--- config.mk ---
export PLATFORM = sky130hd
export DESIGN_NAME = ofr_top
export DESIGN_NICKNAME = d
export VERILOG_FILES = /design/src/logic/ofr_pkg.sv /design/src/logic/ofr_pin_drive.sv /design/src/logic/ofr_ahb_slave.sv /design/src/logic/ofr_top.sv
export SDC_FILE = /design/constraint.sdc
export NUM_CORES = 1
export LEC_CHECK = 0
export BUFFER_PORTS_ARGS = -buffer_cell sky130_fd_sc_hd__buf_2
export CAP_MARGIN = 10
export CORE_AREA = 2 2 104 106
export DETAILED_ROUTE_END_ITERATION = 8
export DIE_AREA = 0 0 106 108
export HOLD_SLACK_MARGIN = 0.08
export PLACE_DENSITY_LB_ADDON = 0.15
export SETUP_SLACK_MARGIN = 0.02
export SLEW_MARGIN = 0
export SYNTH_ARGS = -nofsm -noshare
export SYNTH_HDL_FRONTEND = slang
export SYNTH_SLANG_ARGS = --single-unit
--- constraint.sdc ---
create_clock -name ref_clk -period 5.2 [get_ports ref_clk]
set_input_delay 0.78 -clock ref_clk [delete_from_list [all_inputs] [get_ports ref_clk]]
set_output_delay 0.78 -clock ref_clk [all_outputs]
set_load 0.02 [all_outputs]
--- src/logic/ofr_pkg.sv ---
// Package for the output function router: register map, field layout, function codes.
// Assumes a 32-bit AHB-Lite register bus and three output pins.
package ofr_pkg;
  // ==========================================================
  // Register map (byte addresses)
  localparam logic [7:0] SEL1_OFS = 8'h00;
  localparam logic [7:0] SEL2_OFS = 8'h04;
  localparam logic [7:0] SEL3_OFS = 8'h08;
  localparam logic [7:0] CTRL_OFS = 8'h0c;
  localparam logic [7:0] STAT_OFS = 8'h10;
  localparam logic [7:0] IRQ_STAT_OFS = 8'h14;
  localparam logic [7:0] IRQ_CLR_OFS = 8'h18;
  localparam logic [7:0] IRQ_EN_OFS = 8'h1c;
  localparam logic [7:0] OUT_OFS = 8'h20;

  // ==========================================================
  // Reset values and field layout
  localparam logic [23:0] SEL1_RST = 24'h030303;
  localparam logic [23:0] SEL2_RST = 24'h101010;
  localparam logic [23:0] SEL3_RST = 24'h010101;
  localparam logic [23:0] SEL_MASK = 24'hffffff;
  localparam int POS_LSB = 0;
  localparam int VEL_LSB = 8;
  localparam int TRQ_LSB = 16;
  localparam int CTRL_INIT_DONE_BIT = 0;
  localparam int CTRL_BRAKE_OBJ_BIT = 1;
  localparam int CTRL_GP_OUT_BIT = 2;
  localparam int STAT_ERR_BRK_BIT = 0;
  localparam int STAT_ERR_SOFT_BIT = 1;
  localparam int STAT_MODE_LSB = 4;

  // ==========================================================
  // Control modes
  typedef enum logic [1:0]
  {
    MODE_POS = 2'h0,
    MODE_VEL = 2'h1,
    MODE_TRQ = 2'h2
  } ofr_mode_e;

  // Function numbers
  localparam logic [7:0] FN_OFF = 8'h00;
  localparam logic [7:0] FN_BRAKE_REL = 8'h03;
  localparam logic [7:0] FN_SOFT_BRAKE = 8'h11;
  localparam logic [7:0] FN_LAST = 8'h11;

  // Internal status functions, bit n-1 is function n
  typedef struct packed
  {
    logic velocity_cmd;
    logic alarm_attribute;
    logic speed_limited;
    logic positioning_done_two;
    logic position_cmd;
    logic warning_two;
    logic warning_one;
    logic velocity_match;
    logic zero_velocity;
    logic torque_limited;
    logic at_velocity;
    logic positioning_done;
    logic brake_release;
    logic servo_ready;
    logic alarm;
  } ofr_status_s;

  typedef struct packed
  {
    logic [7:0] haddr;
    logic hwrite;
    logic [2:0] hsize;
  } ofr_addr_s;
endpackage

--- src/logic/ofr_pin_drive.sv ---
// One output pin: picks the active mode byte and decodes it to a function level.
// Assumes status inputs are already synchronous to ref_clk.
`timescale 1ns/1ps
module ofr_pin_drive
(
  input wire logic ref_clk,
  input wire logic resetn,
  input wire logic [23:0] sel,
  input wire ofr_pkg::ofr_mode_e mode,
  input wire logic [16:0] func_vec,
  input wire logic outputs_allowed,
  output logic pin_on
);
  logic pin_r;
  logic [7:0] fn_pos;
  logic [7:0] fn_vel;
  logic [7:0] fn_trq;
  logic [7:0] fn_active;
  logic fn_defined;
  logic fn_level;

  assign fn_pos = sel[ofr_pkg::POS_LSB +: 8];
  assign fn_vel = sel[ofr_pkg::VEL_LSB +: 8];
  assign fn_trq = sel[ofr_pkg::TRQ_LSB +: 8];
  assign fn_active = (mode == ofr_pkg::MODE_VEL) ? fn_vel :
                     (mode == ofr_pkg::MODE_TRQ) ? fn_trq : fn_pos;
  // Zero and codes beyond the table both fall out as off
  assign fn_defined = (fn_active != ofr_pkg::FN_OFF) && (fn_active <= ofr_pkg::FN_LAST);
  assign fn_level = fn_defined ? func_vec[fn_active[4:0] - 5'h01] : 1'b0;

  always_ff @(posedge ref_clk or negedge resetn)
  begin
    if (!resetn)
      pin_r <= 1'b0;
    else
      pin_r <= fn_level & outputs_allowed;
  end

  assign pin_on = pin_r;
endmodule

--- src/logic/ofr_ahb_slave.sv ---
// AHB-Lite slave front end: latches the address phase, answers with zero wait states.
// Assumes single word transfers; the response is always OKAY.
`timescale 1ns/1ps
module ofr_ahb_slave
(
  input wire logic ref_clk,
  input wire logic resetn,
  input wire logic hsel,
  input wire logic [31:0] haddr,
  input wire logic [1:0] htrans,
  input wire logic hwrite,
  input wire logic [2:0] hsize,
  input wire logic hready,
  output logic hreadyout,
  output logic hresp,
  output logic wr_en,
  output logic rd_en,
  output logic [7:0] acc_addr
);
  ofr_pkg::ofr_addr_s addr_r;
  logic wr_pend_r;
  logic rd_pend_r;
  logic take;

  assign take = hsel & hready & htrans[1];

  always_ff @(posedge ref_clk or negedge resetn)
  begin
    if (!resetn)
    begin
      addr_r <= '0;
      wr_pend_r <= 1'b0;
      rd_pend_r <= 1'b0;
    end
    else
    begin
      wr_pend_r <= take & hwrite;
      rd_pend_r <= take & ~hwrite;
      if (take)
        addr_r <= '{haddr: haddr[7:0], hwrite: hwrite, hsize: hsize};
    end
  end

  assign hreadyout = 1'b1;
  assign hresp = 1'b0;
  assign wr_en = wr_pend_r;
  assign rd_en = rd_pend_r;
  assign acc_addr = addr_r.haddr;
endmodule

--- src/logic/ofr_top.sv ---
// Output function router top: selection registers, mode handling, brake checks, interrupts.
// Assumes drive status inputs come from logic on ref_clk; the brake object and init flag from software.
//
// The AHB-Lite slave port and the register addresses were decided locally.
`timescale 1ns/1ps
module ofr_top
(
  input wire logic ref_clk,
  input wire logic resetn,
  input wire logic hsel,
  input wire logic [31:0] haddr,
  input wire logic [1:0] htrans,
  input wire logic hwrite,
  input wire logic [2:0] hsize,
  input wire logic [31:0] hwdata,
  input wire logic hready,
  output logic hreadyout,
  output logic hresp,
  output logic [31:0] hrdata,
  input wire ofr_pkg::ofr_mode_e control_mode,
  input wire ofr_pkg::ofr_status_s drive_status,
  output logic output_pin_one,
  output logic output_pin_two,
  output logic output_pin_three,
  output logic irq
);
  // ==========================================================
  // Bus front end
  logic wr_en;
  logic rd_en;
  logic [7:0] acc_addr;

  ofr_ahb_slave u_bus
  (
    .ref_clk(ref_clk),
    .resetn(resetn),
    .hsel(hsel),
    .haddr(haddr),
    .htrans(htrans),
    .hwrite(hwrite),
    .hsize(hsize),
    .hready(hready),
    .hreadyout(hreadyout),
    .hresp(hresp),
    .wr_en(wr_en),
    .rd_en(rd_en),
    .acc_addr(acc_addr)
  );

  // ==========================================================
  // Registers
  logic [23:0] sel_r [3];
  logic init_done_r;
  logic brake_obj_r;
  logic gp_out_r;
  logic [1:0] irq_stat_r;
  logic [1:0] irq_stat_nxt;
  logic [1:0] irq_en_r;
  logic [31:0] rdata_r;
  logic [31:0] rdata_nxt;
  logic [2:0] pin_vec;

  wire wr_sel1 = wr_en && (acc_addr == ofr_pkg::SEL1_OFS);
  wire wr_sel2 = wr_en && (acc_addr == ofr_pkg::SEL2_OFS);
  wire wr_sel3 = wr_en && (acc_addr == ofr_pkg::SEL3_OFS);
  wire wr_ctrl = wr_en && (acc_addr == ofr_pkg::CTRL_OFS);
  wire wr_clr = wr_en && (acc_addr == ofr_pkg::IRQ_CLR_OFS);
  wire wr_ien = wr_en && (acc_addr == ofr_pkg::IRQ_EN_OFS);

  always_ff @(posedge ref_clk or negedge resetn)
  begin
    if (!resetn)
    begin
      sel_r[0] <= ofr_pkg::SEL1_RST;
      sel_r[1] <= ofr_pkg::SEL2_RST;
      sel_r[2] <= ofr_pkg::SEL3_RST;
      init_done_r <= 1'b0;
      brake_obj_r <= 1'b0;
      gp_out_r <= 1'b0;
      irq_en_r <= 2'h0;
    end
    else
    begin
      // Range limit: upper byte never stored
      if (wr_sel1)
        sel_r[0] <= hwdata[23:0] & ofr_pkg::SEL_MASK;
      if (wr_sel2)
        sel_r[1] <= hwdata[23:0] & ofr_pkg::SEL_MASK;
      if (wr_sel3)
        sel_r[2] <= hwdata[23:0] & ofr_pkg::SEL_MASK;
      if (wr_ctrl)
      begin
        init_done_r <= hwdata[ofr_pkg::CTRL_INIT_DONE_BIT];
        brake_obj_r <= hwdata[ofr_pkg::CTRL_BRAKE_OBJ_BIT];
        gp_out_r <= hwdata[ofr_pkg::CTRL_GP_OUT_BIT];
      end
      if (wr_ien)
        irq_en_r <= hwdata[1:0];
    end
  end

  // ==========================================================
  // Brake assignment consistency check
  function automatic logic partial_assign(input logic [23:0] s, input logic [7:0] fn);
    logic [2:0] hit;
    hit = {s[23:16] == fn, s[15:8] == fn, s[7:0] == fn};
    partial_assign = (hit != 3'h0) && (hit != 3'h7);
  endfunction

  logic err_brk;
  logic err_soft;
  always_comb
  begin
    err_brk = 1'b0;
    err_soft = 1'b0;
    for (int i = 0; i < 3; i++)
    begin
      err_brk = err_brk | partial_assign(sel_r[i], ofr_pkg::FN_BRAKE_REL);
      err_soft = err_soft | partial_assign(sel_r[i], ofr_pkg::FN_SOFT_BRAKE);
    end
  end

  // Error holds outputs off too, so a broken brake setup cannot release it
  wire outputs_allowed = init_done_r & ~err_brk & ~err_soft;

  // Set wins over a clear in the same cycle
  assign irq_stat_nxt = (irq_stat_r & ~(wr_clr ? hwdata[1:0] : 2'h0)) | {err_soft, err_brk};

  always_ff @(posedge ref_clk or negedge resetn)
  begin
    if (!resetn)
      irq_stat_r <= 2'h0;
    else
      irq_stat_r <= irq_stat_nxt;
  end

  assign irq = |(irq_stat_r & irq_en_r);

  // ==========================================================
  // Function vector and pin drivers
  logic [16:0] func_vec;
  // General output one is a software-owned level, like the brake object
  assign func_vec = {~brake_obj_r, gp_out_r, drive_status};

  for (genvar p = 0; p < 3; p++)
  begin : g_pin
    ofr_pin_drive u_pin
    (
      .ref_clk(ref_clk),
      .resetn(resetn),
      .sel(sel_r[p]),
      .mode(control_mode),
      .func_vec(func_vec),
      .outputs_allowed(outputs_allowed),
      .pin_on(pin_vec[p])
    );
  end

  assign output_pin_one = pin_vec[0];
  assign output_pin_two = pin_vec[1];
  assign output_pin_three = pin_vec[2];

  // ==========================================================
  // Read data
  always_comb
  begin
    rdata_nxt = 32'h0000_0000;
    unique case (acc_addr)
      ofr_pkg::SEL1_OFS: rdata_nxt = {8'h00, sel_r[0]};
      ofr_pkg::SEL2_OFS: rdata_nxt = {8'h00, sel_r[1]};
      ofr_pkg::SEL3_OFS: rdata_nxt = {8'h00, sel_r[2]};
      ofr_pkg::CTRL_OFS: rdata_nxt = {29'h0, gp_out_r, brake_obj_r, init_done_r};
      ofr_pkg::STAT_OFS: rdata_nxt = {26'h0, control_mode, 2'h0, err_soft, err_brk};
      ofr_pkg::IRQ_STAT_OFS: rdata_nxt = {30'h0, irq_stat_r};
      ofr_pkg::IRQ_EN_OFS: rdata_nxt = {30'h0, irq_en_r};
      ofr_pkg::OUT_OFS: rdata_nxt = {29'h0, pin_vec};
      default: rdata_nxt = 32'h0000_0000;
    endcase
  end

  // Read data is combinational from registers during the data phase
  assign rdata_r = rd_en ? rdata_nxt : 32'h0000_0000;
  assign hrdata = rdata_r;
endmodule

### Word-level counts from Yosys, hierarchy flattened

Cells that the tools add are included.

* logic and storage cells: 122
* input port bits: 91
* flip-flop bits (word level): 92

* bitwise gates (word level): 21
* order comparisons: 6
* add/sub/neg operators: 3
* mux-type cells: 18
* reductions and logical operators: 26
* equal/unequal tests: 34

Operators with widths (number)
* 24-bit case mux with 8 select lines: 1
* 8-bit by 5-bit == test with 1-bit output, second input constant: 13
* 8-bit by 2-bit == test with 1-bit output, second input constant: 9
* 8-bit two-way mux: 6
* 32-bit two-way mux: 1
* 8-bit by 5-bit <= comparator with 1-bit output, second input constant: 3
* 8-bit nonzero test: 3
* 5-bit by 6-bit < comparator with 1-bit output, second input constant: 3
* 3-bit inequality test, second input constant: 6
* 3-bit nonzero test: 6
* 8-bit by 4-bit == test with 1-bit output, second input constant: 2
* 1-bit binary-select mux with 5-bit select: 3
* 1-bit logical AND: 15
* 5-bit by 1-bit subtractor with 5-bit output, second input constant: 3
* 1-bit bitwise AND: 9
* 8-bit by 3-bit == test with 1-bit output, second input constant: 1
* 8-bit by 6-bit == test with 1-bit output, second input constant: 1
* 8-bit logical NOT: 1
* 1-bit two-way mux: 6
* 2-bit bitwise AND: 2
* 1-bit inverter: 4
* 1-bit OR: 4
* 2-bit by 1-bit == test with 1-bit output, second input constant: 1
* 2-bit == test, second input constant: 1
* other kinds (4): 4

### Depth between registers and ports, before layout

* depth after elaboration: 9
* gate-level depth with buffers: 13
* depth with buffers taken out: 9

### Hierarchy

Synthesis repeated with hierarchy kept, for this count alone.

* cell total of the unflattened synthesis: 546
* area total of the unflattened synthesis: 6317.3 um^2

Modules (own cells, without submodules)
* ofr_top: instances 1, area an instance 4097.7 um^2, sequential area each 1991.9 um^2, cells an instance 343
* ofr_pin_drive: instances 3, area an instance 609.3 um^2, sequential area each 25.0 um^2, cells an instance 59
* ofr_ahb_slave: instances 1, area an instance 391.6 um^2, sequential area each 250.2 um^2, cells an instance 26

### Worst setup path before layout

OpenSTA, ideal clock, no wires.

* kind: input port to flip-flop
* start: in control_mode[0]
* end: reg g_pin[1].u_pin.pin_r
* required time: 5.104 ns
* path buffers: 4
* arrival time: 3.270 ns
* stages: 13
* library setup time: 0.096 ns
* path slack: 1.834 ns
* cell sequence: buf_6 > buf_8 > buf_8 > buf_8 > mux2i_1 > mux2i_1 > inv_1 > ha_1 > xnor2_4 > mux2i_1 > mux4_2 > a31o_1 > a311oi_2

* longest elaborated chain between the ends: 8

RTL lines
* start, declared: RTL line ofr_top.sv:20 `input wire ofr_pkg::ofr_mode_e control_mode,`
* 2-bit == test: RTL line ofr_pin_drive.sv:26 `(mode == ofr_pkg::MODE_TRQ) ? fn_trq : fn_pos;`
* 8-bit two-way mux: RTL line ofr_pin_drive.sv:26
* 8-bit two-way mux *: RTL line ofr_pin_drive.sv:25 `assign fn_active = (mode == ofr_pkg::MODE_VEL) ? fn_vel :`
* 5-bit by 1-bit subtractor with 5-bit output: RTL line ofr_pin_drive.sv:29 `assign fn_level = fn_defined ? func_vec[fn_active[4:0] - 5'h01] : 1'b0;`
* 1-bit binary-select mux with 5-bit select: RTL line ofr_pin_drive.sv:29
* 1-bit two-way mux (not written as such): RTL line ofr_pin_drive.sv:29
* 1-bit two-way mux *: RTL line ofr_pin_drive.sv:29
* 1-bit bitwise AND *: RTL line ofr_pin_drive.sv:36 `pin_r <= fn_level & outputs_allowed;`
* end signal, assigned: RTL line ofr_pin_drive.sv:36
* end, declared: RTL line ofr_pin_drive.sv:14 `logic pin_r;`

Mark *: on every way between the ends. The rest lies on a longest branch, timed or not. The select of a mux whose other input is x is not followed.
A chain may end at the register's enable or synchronous reset.

### Worst setup path after layout

* start: reg u_bus.addr_r, in the netlist u_bus.acc_addr[5]
* end: out hrdata[4]

* longest elaborated chain between the ends: 3

RTL lines
* start, declared: RTL line ofr_ahb_slave.sv:20 `ofr_pkg::ofr_addr_s addr_r;`
* start signal, assigned: RTL line ofr_ahb_slave.sv:40 `addr_r <= '{haddr: haddr[7:0], hwrite: hwrite, hsize: hsize};`
* 8-bit by 6-bit == test with 1-bit output, or another cell as far along: RTL line ofr_top.sv:168 `unique case (acc_addr)`
* 24-bit case mux with 8 select lines *: RTL line ofr_top.sv:168
* 32-bit two-way mux *: RTL line ofr_top.sv:182 `assign rdata_r = rd_en ? rdata_nxt : 32'h0000_0000;`
* end, declared: RTL line ofr_top.sv:19 `output logic [31:0] hrdata,`

Mark *: on every way between the ends. The rest lies on a longest branch, timed or not.

==> run summary <==
Min-Delay Path Class - in -> async
FFs w/ async S/R, synth - 100%
Worst clock skew on the final layout - 0.0126 ns
N_diodes - 0
Status - finished, final reports clean
Row cnt - 37
Transition time at the pin with the least slew margin - 0.982 ns
Netlist cell types - 61
Starting Density - 58.8%
Synth Warn # - 0
Number of sinks on the clock net - 92
Share of the cycle needed by the critical path after routing - 74.0%
Post-CTS clock slew at the launch and capture registers of the worst setup and hold paths - 0.10 ns
Total clock buffers created by CTS - 9
CP arrival - 3.07 ns
Fraction of layout instances using a drive strength above 1 - 37.8%
Insertion delay to the later sink of the worst-skew pair - 0.38 ns
Post-cts gate resize count - 0
ANT nets after route - 0
Final Slew Violations - 0
Final Instance Count excl. Fillers - 755
Number of antenna violations at the first check in global routing - 0
Number of placed cells counting well taps - 739
Routed vias/inst - 6.40
Number of iterations in the first detailed-routing pass - 7
Die outline width - 106 um
Mean instance size in the synthesized netlist - 11.1 um^2
Number of enable flip-flop cells after synthesis - 0
HPWL after detailed placement - 11500 um
Cell area after placement - 0.00647 mm^2
Prevailing post-synth register cell - sky130_fd_sc_hd__dfrtp_1
Setup repair after global routing missed its margin - false
Maximum buffer depth of the clock tree - 2
Die Outline Area - 0.0114 mm^2
Post-synthesis sequential area ratio - 38.5%
Achievable clock frequency - 260 MHz
Final routed wirelength across all metal layers - 15800 um
Wire length of the first global-routing pass - 25000 um
TritonCTS clock tree - done
IO Port Bufs - 82
Most frequent cells in the layout - 96 x sky130_fd_sc_hd__mux2_2, 81 x sky130_fd_sc_hd__buf_2, 80 x sky130_fd_sc_hd__dfrtp_1
Hold bufs inserted after CTS - 0
Most common cell after layout, fill and taps aside - sky130_fd_sc_hd__mux2_2
Pin count of the biggest net entering global routing - 57
Post-route design area - 0.00672 mm^2
Height of the die - 108 um
Cell count after synthesis - 543
Buffer type at the clock tree root - sky130_fd_sc_hd__clkbuf_8
Core footprint - 0.0102 mm^2
Min cycle time layout - 3.85 ns
Num ports - 129
Number of maximum-capacitance constraint violations - 0
Area delta synth->final - 11.6%
Residual DRC - 0
Ratio of total power to cell area - 280 mW/mm^2
Data required time of the critical path - 4.42 ns
Max FO, Critical Path - 23
Initial drt markers - 373
H-tree depth reported by CTS - 3
Total negative slack - 0 ns
Critical setup path kind - reg -> out
Global routing usage summed across all routing layers - 28.3%
Worst setup SP type - flip-flop
Normalized max-slew margin - 34.5%
Peak ir drop on the vdd network - 0.000165 V
Buffer count from post-CTS setup fixing - 0
Post-synthesis instance area - 0.00602 mm^2
Leakage power of the design - 2.82 nW
Number of nets in the finished design - 713
Remaining global-route overflow - 0
Average wire length per cell after detail routing - 21.0 um
Crit. End Element - output pin
Vias after detailed routing - 4832
Setup Viol. Count Final - 0
Post-synthesis sequential element count - 92
Number of hold violations in the final report - 0
Final RePlAce weighted congestion - 0.840
Via count of the first global-routing pass - 4834
-- Yosys cell counts (2+ instances only) --
library cell	count	area, um^2
sky130_fd_sc_hd__or3_1	4	25.0
sky130_fd_sc_hd__nand4b_1	18	158
sky130_fd_sc_hd__a211oi_1	6	45.0
sky130_fd_sc_hd__nand4_1	2	12.5
sky130_fd_sc_hd__or2_2	3	18.8
sky130_fd_sc_hd__nor2b_1	3	18.8
sky130_fd_sc_hd__mux2_2	96	1080
sky130_fd_sc_hd__inv_1	8	30.0
sky130_fd_sc_hd__a21oi_1	11	55.1
sky130_fd_sc_hd__o211ai_1	3	22.5
sky130_fd_sc_hd__a222oi_1	21	210
sky130_fd_sc_hd__buf_8	3	45.0
sky130_fd_sc_hd__nand3_1	14	70.1
sky130_fd_sc_hd__a311oi_1	2	17.5
sky130_fd_sc_hd__ha_1	8	100
sky130_fd_sc_hd__clkbuf_1	20	75.1
sky130_fd_sc_hd__nand3b_1	2	15.0
sky130_fd_sc_hd__buf_2	2	10.0
sky130_fd_sc_hd__a221oi_1	2	17.5
sky130_fd_sc_hd__nor3b_1	9	67.6
sky130_fd_sc_hd__mux2i_2	2	27.5
sky130_fd_sc_hd__buf_1	2	7.51
sky130_fd_sc_hd__nand2b_1	4	25.0
sky130_fd_sc_hd__xnor2_4	2	55.1
sky130_fd_sc_hd__buf_4	10	75.1
sky130_fd_sc_hd__nor2_1	35	131
sky130_fd_sc_hd__dfstp_2	12	315
sky130_fd_sc_hd__o21ai_0	14	70.1
sky130_fd_sc_hd__mux4_2	8	180
sky130_fd_sc_hd__mux2i_1	50	500
sky130_fd_sc_hd__and3b_1	2	17.5
sky130_fd_sc_hd__dfrtp_1	80	2000
sky130_fd_sc_hd__a31oi_1	7	43.8
sky130_fd_sc_hd__nor4_1	4	25.0
sky130_fd_sc_hd__conb_1	2	7.51
sky130_fd_sc_hd__and2_1	4	25.0
sky130_fd_sc_hd__nand2_1	25	93.8
sky130_fd_sc_hd__nor3_1	20	100
-- registers in the layout (all words and copies together), names as in the netlist --
register,flops
irq_stat_r,2
sel_r,72
gp_out_r,1
irq_en_r,2
u_bus.wr_en,1
u_bus.rd_en,1
brake_obj_r,1
init_done_r,1
g_pin.u_pin.pin_on,3
u_bus.acc_addr,8
-- layer usage --
metal	wire length, um	GRT usage (%)	share of wire, %	vias up
met2	7990	50.2	51	179
met5	0	0	0	-
li1	-	-	-	2213
met1	6580	35.7	42	2416
met3	860	4.22	5.4	24
met4	380	9.30	2.4	0
-- per-stage QoR --
step	setup WS, ns	hold WS [ns]	power, mW	utilization, %
5_1_grt	1.22	0.386	1.97	65.7
2_1_floorplan	1.83	0.462	1.17	-
6_report	1.35	0.355	1.88	65.7
3_3_place_gp	1.28	0.497	1.28	63.3
3_5_place_dp	1.18	0.501	1.30	63.3
4_1_cts	1.33	0.376	1.89	65.7
-- cells by family after synthesis --
logic type                 count (synthesis)  share of synthesized area, %
adders and majority gates                  8                          1.66
other                                      2                         0.125
AOI/OAI and AO/OA                         78                          9.79
buffers and inverters                     47                          4.30
and+or+nand+nor                          156                          14.4
DFF                                       92                          38.5
muxes                                    157                          30.1
xor gates and xnor gates                   3                          1.06
-- power by group --
part           total (mW)  switching (mW)  internal (mW)
sequential          0.869          0.0854          0.784
clock               0.591           0.266          0.325
combinational       0.423           0.217          0.206
total                1.88           0.569           1.31
-- layout make-up --
type,instances,area [um^2]
multi-input cells,412,3480
well taps,136,170
repair buffers,90,473
fillers,845,3510
inverters,9,35.0
clock buffers,10,128
flip-flops and latches,92,2320
clock inverters,6,118
-- worst max-delay path, stage by stage, from the launching register on --
cell	delay (ns)
sky130_fd_sc_hd__dfrtp_1	0.50
sky130_fd_sc_hd__nor4_2	0.57
sky130_fd_sc_hd__and3_1	0.89
sky130_fd_sc_hd__a222oi_1	0.26
sky130_fd_sc_hd__a21oi_1	0.27
sky130_fd_sc_hd__buf_2	0.21
-- path summary, 6_finish.rpt --
| path | startpoint | depth (start not counted) | to | slack (ns) |
|---|---|---|---|---|
| worst max-delay path | u_bus.acc_addr[5]$_DFFE_PN0P_ | 5 | hrdata[4] | 1.35 |
| worst max register to register | sel_r[24]$_DFFE_PN0P_ | 9 | g_pin[1].u_pin.pin_on$_DFF_PN0_ | 2.16 |
| min in group ref_clk | irq_stat_r[1]$_DFF_PN0_ | 2 | irq_stat_r[1]$_DFF_PN0_ | 0.52 |
| max in group asynchronous | resetn | 2 | sel_r[52]$_DFFE_PN0P_ | 3.76 |
| worst min-delay path | resetn | 1 | g_pin[1].u_pin.pin_on$_DFF_PN0_ | 0.35 |
| worst min register to register | irq_stat_r[1]$_DFF_PN0_ | 2 | irq_stat_r[1]$_DFF_PN0_ | 0.52 |
Note: power is estimated with default switching activity, not from simulation.
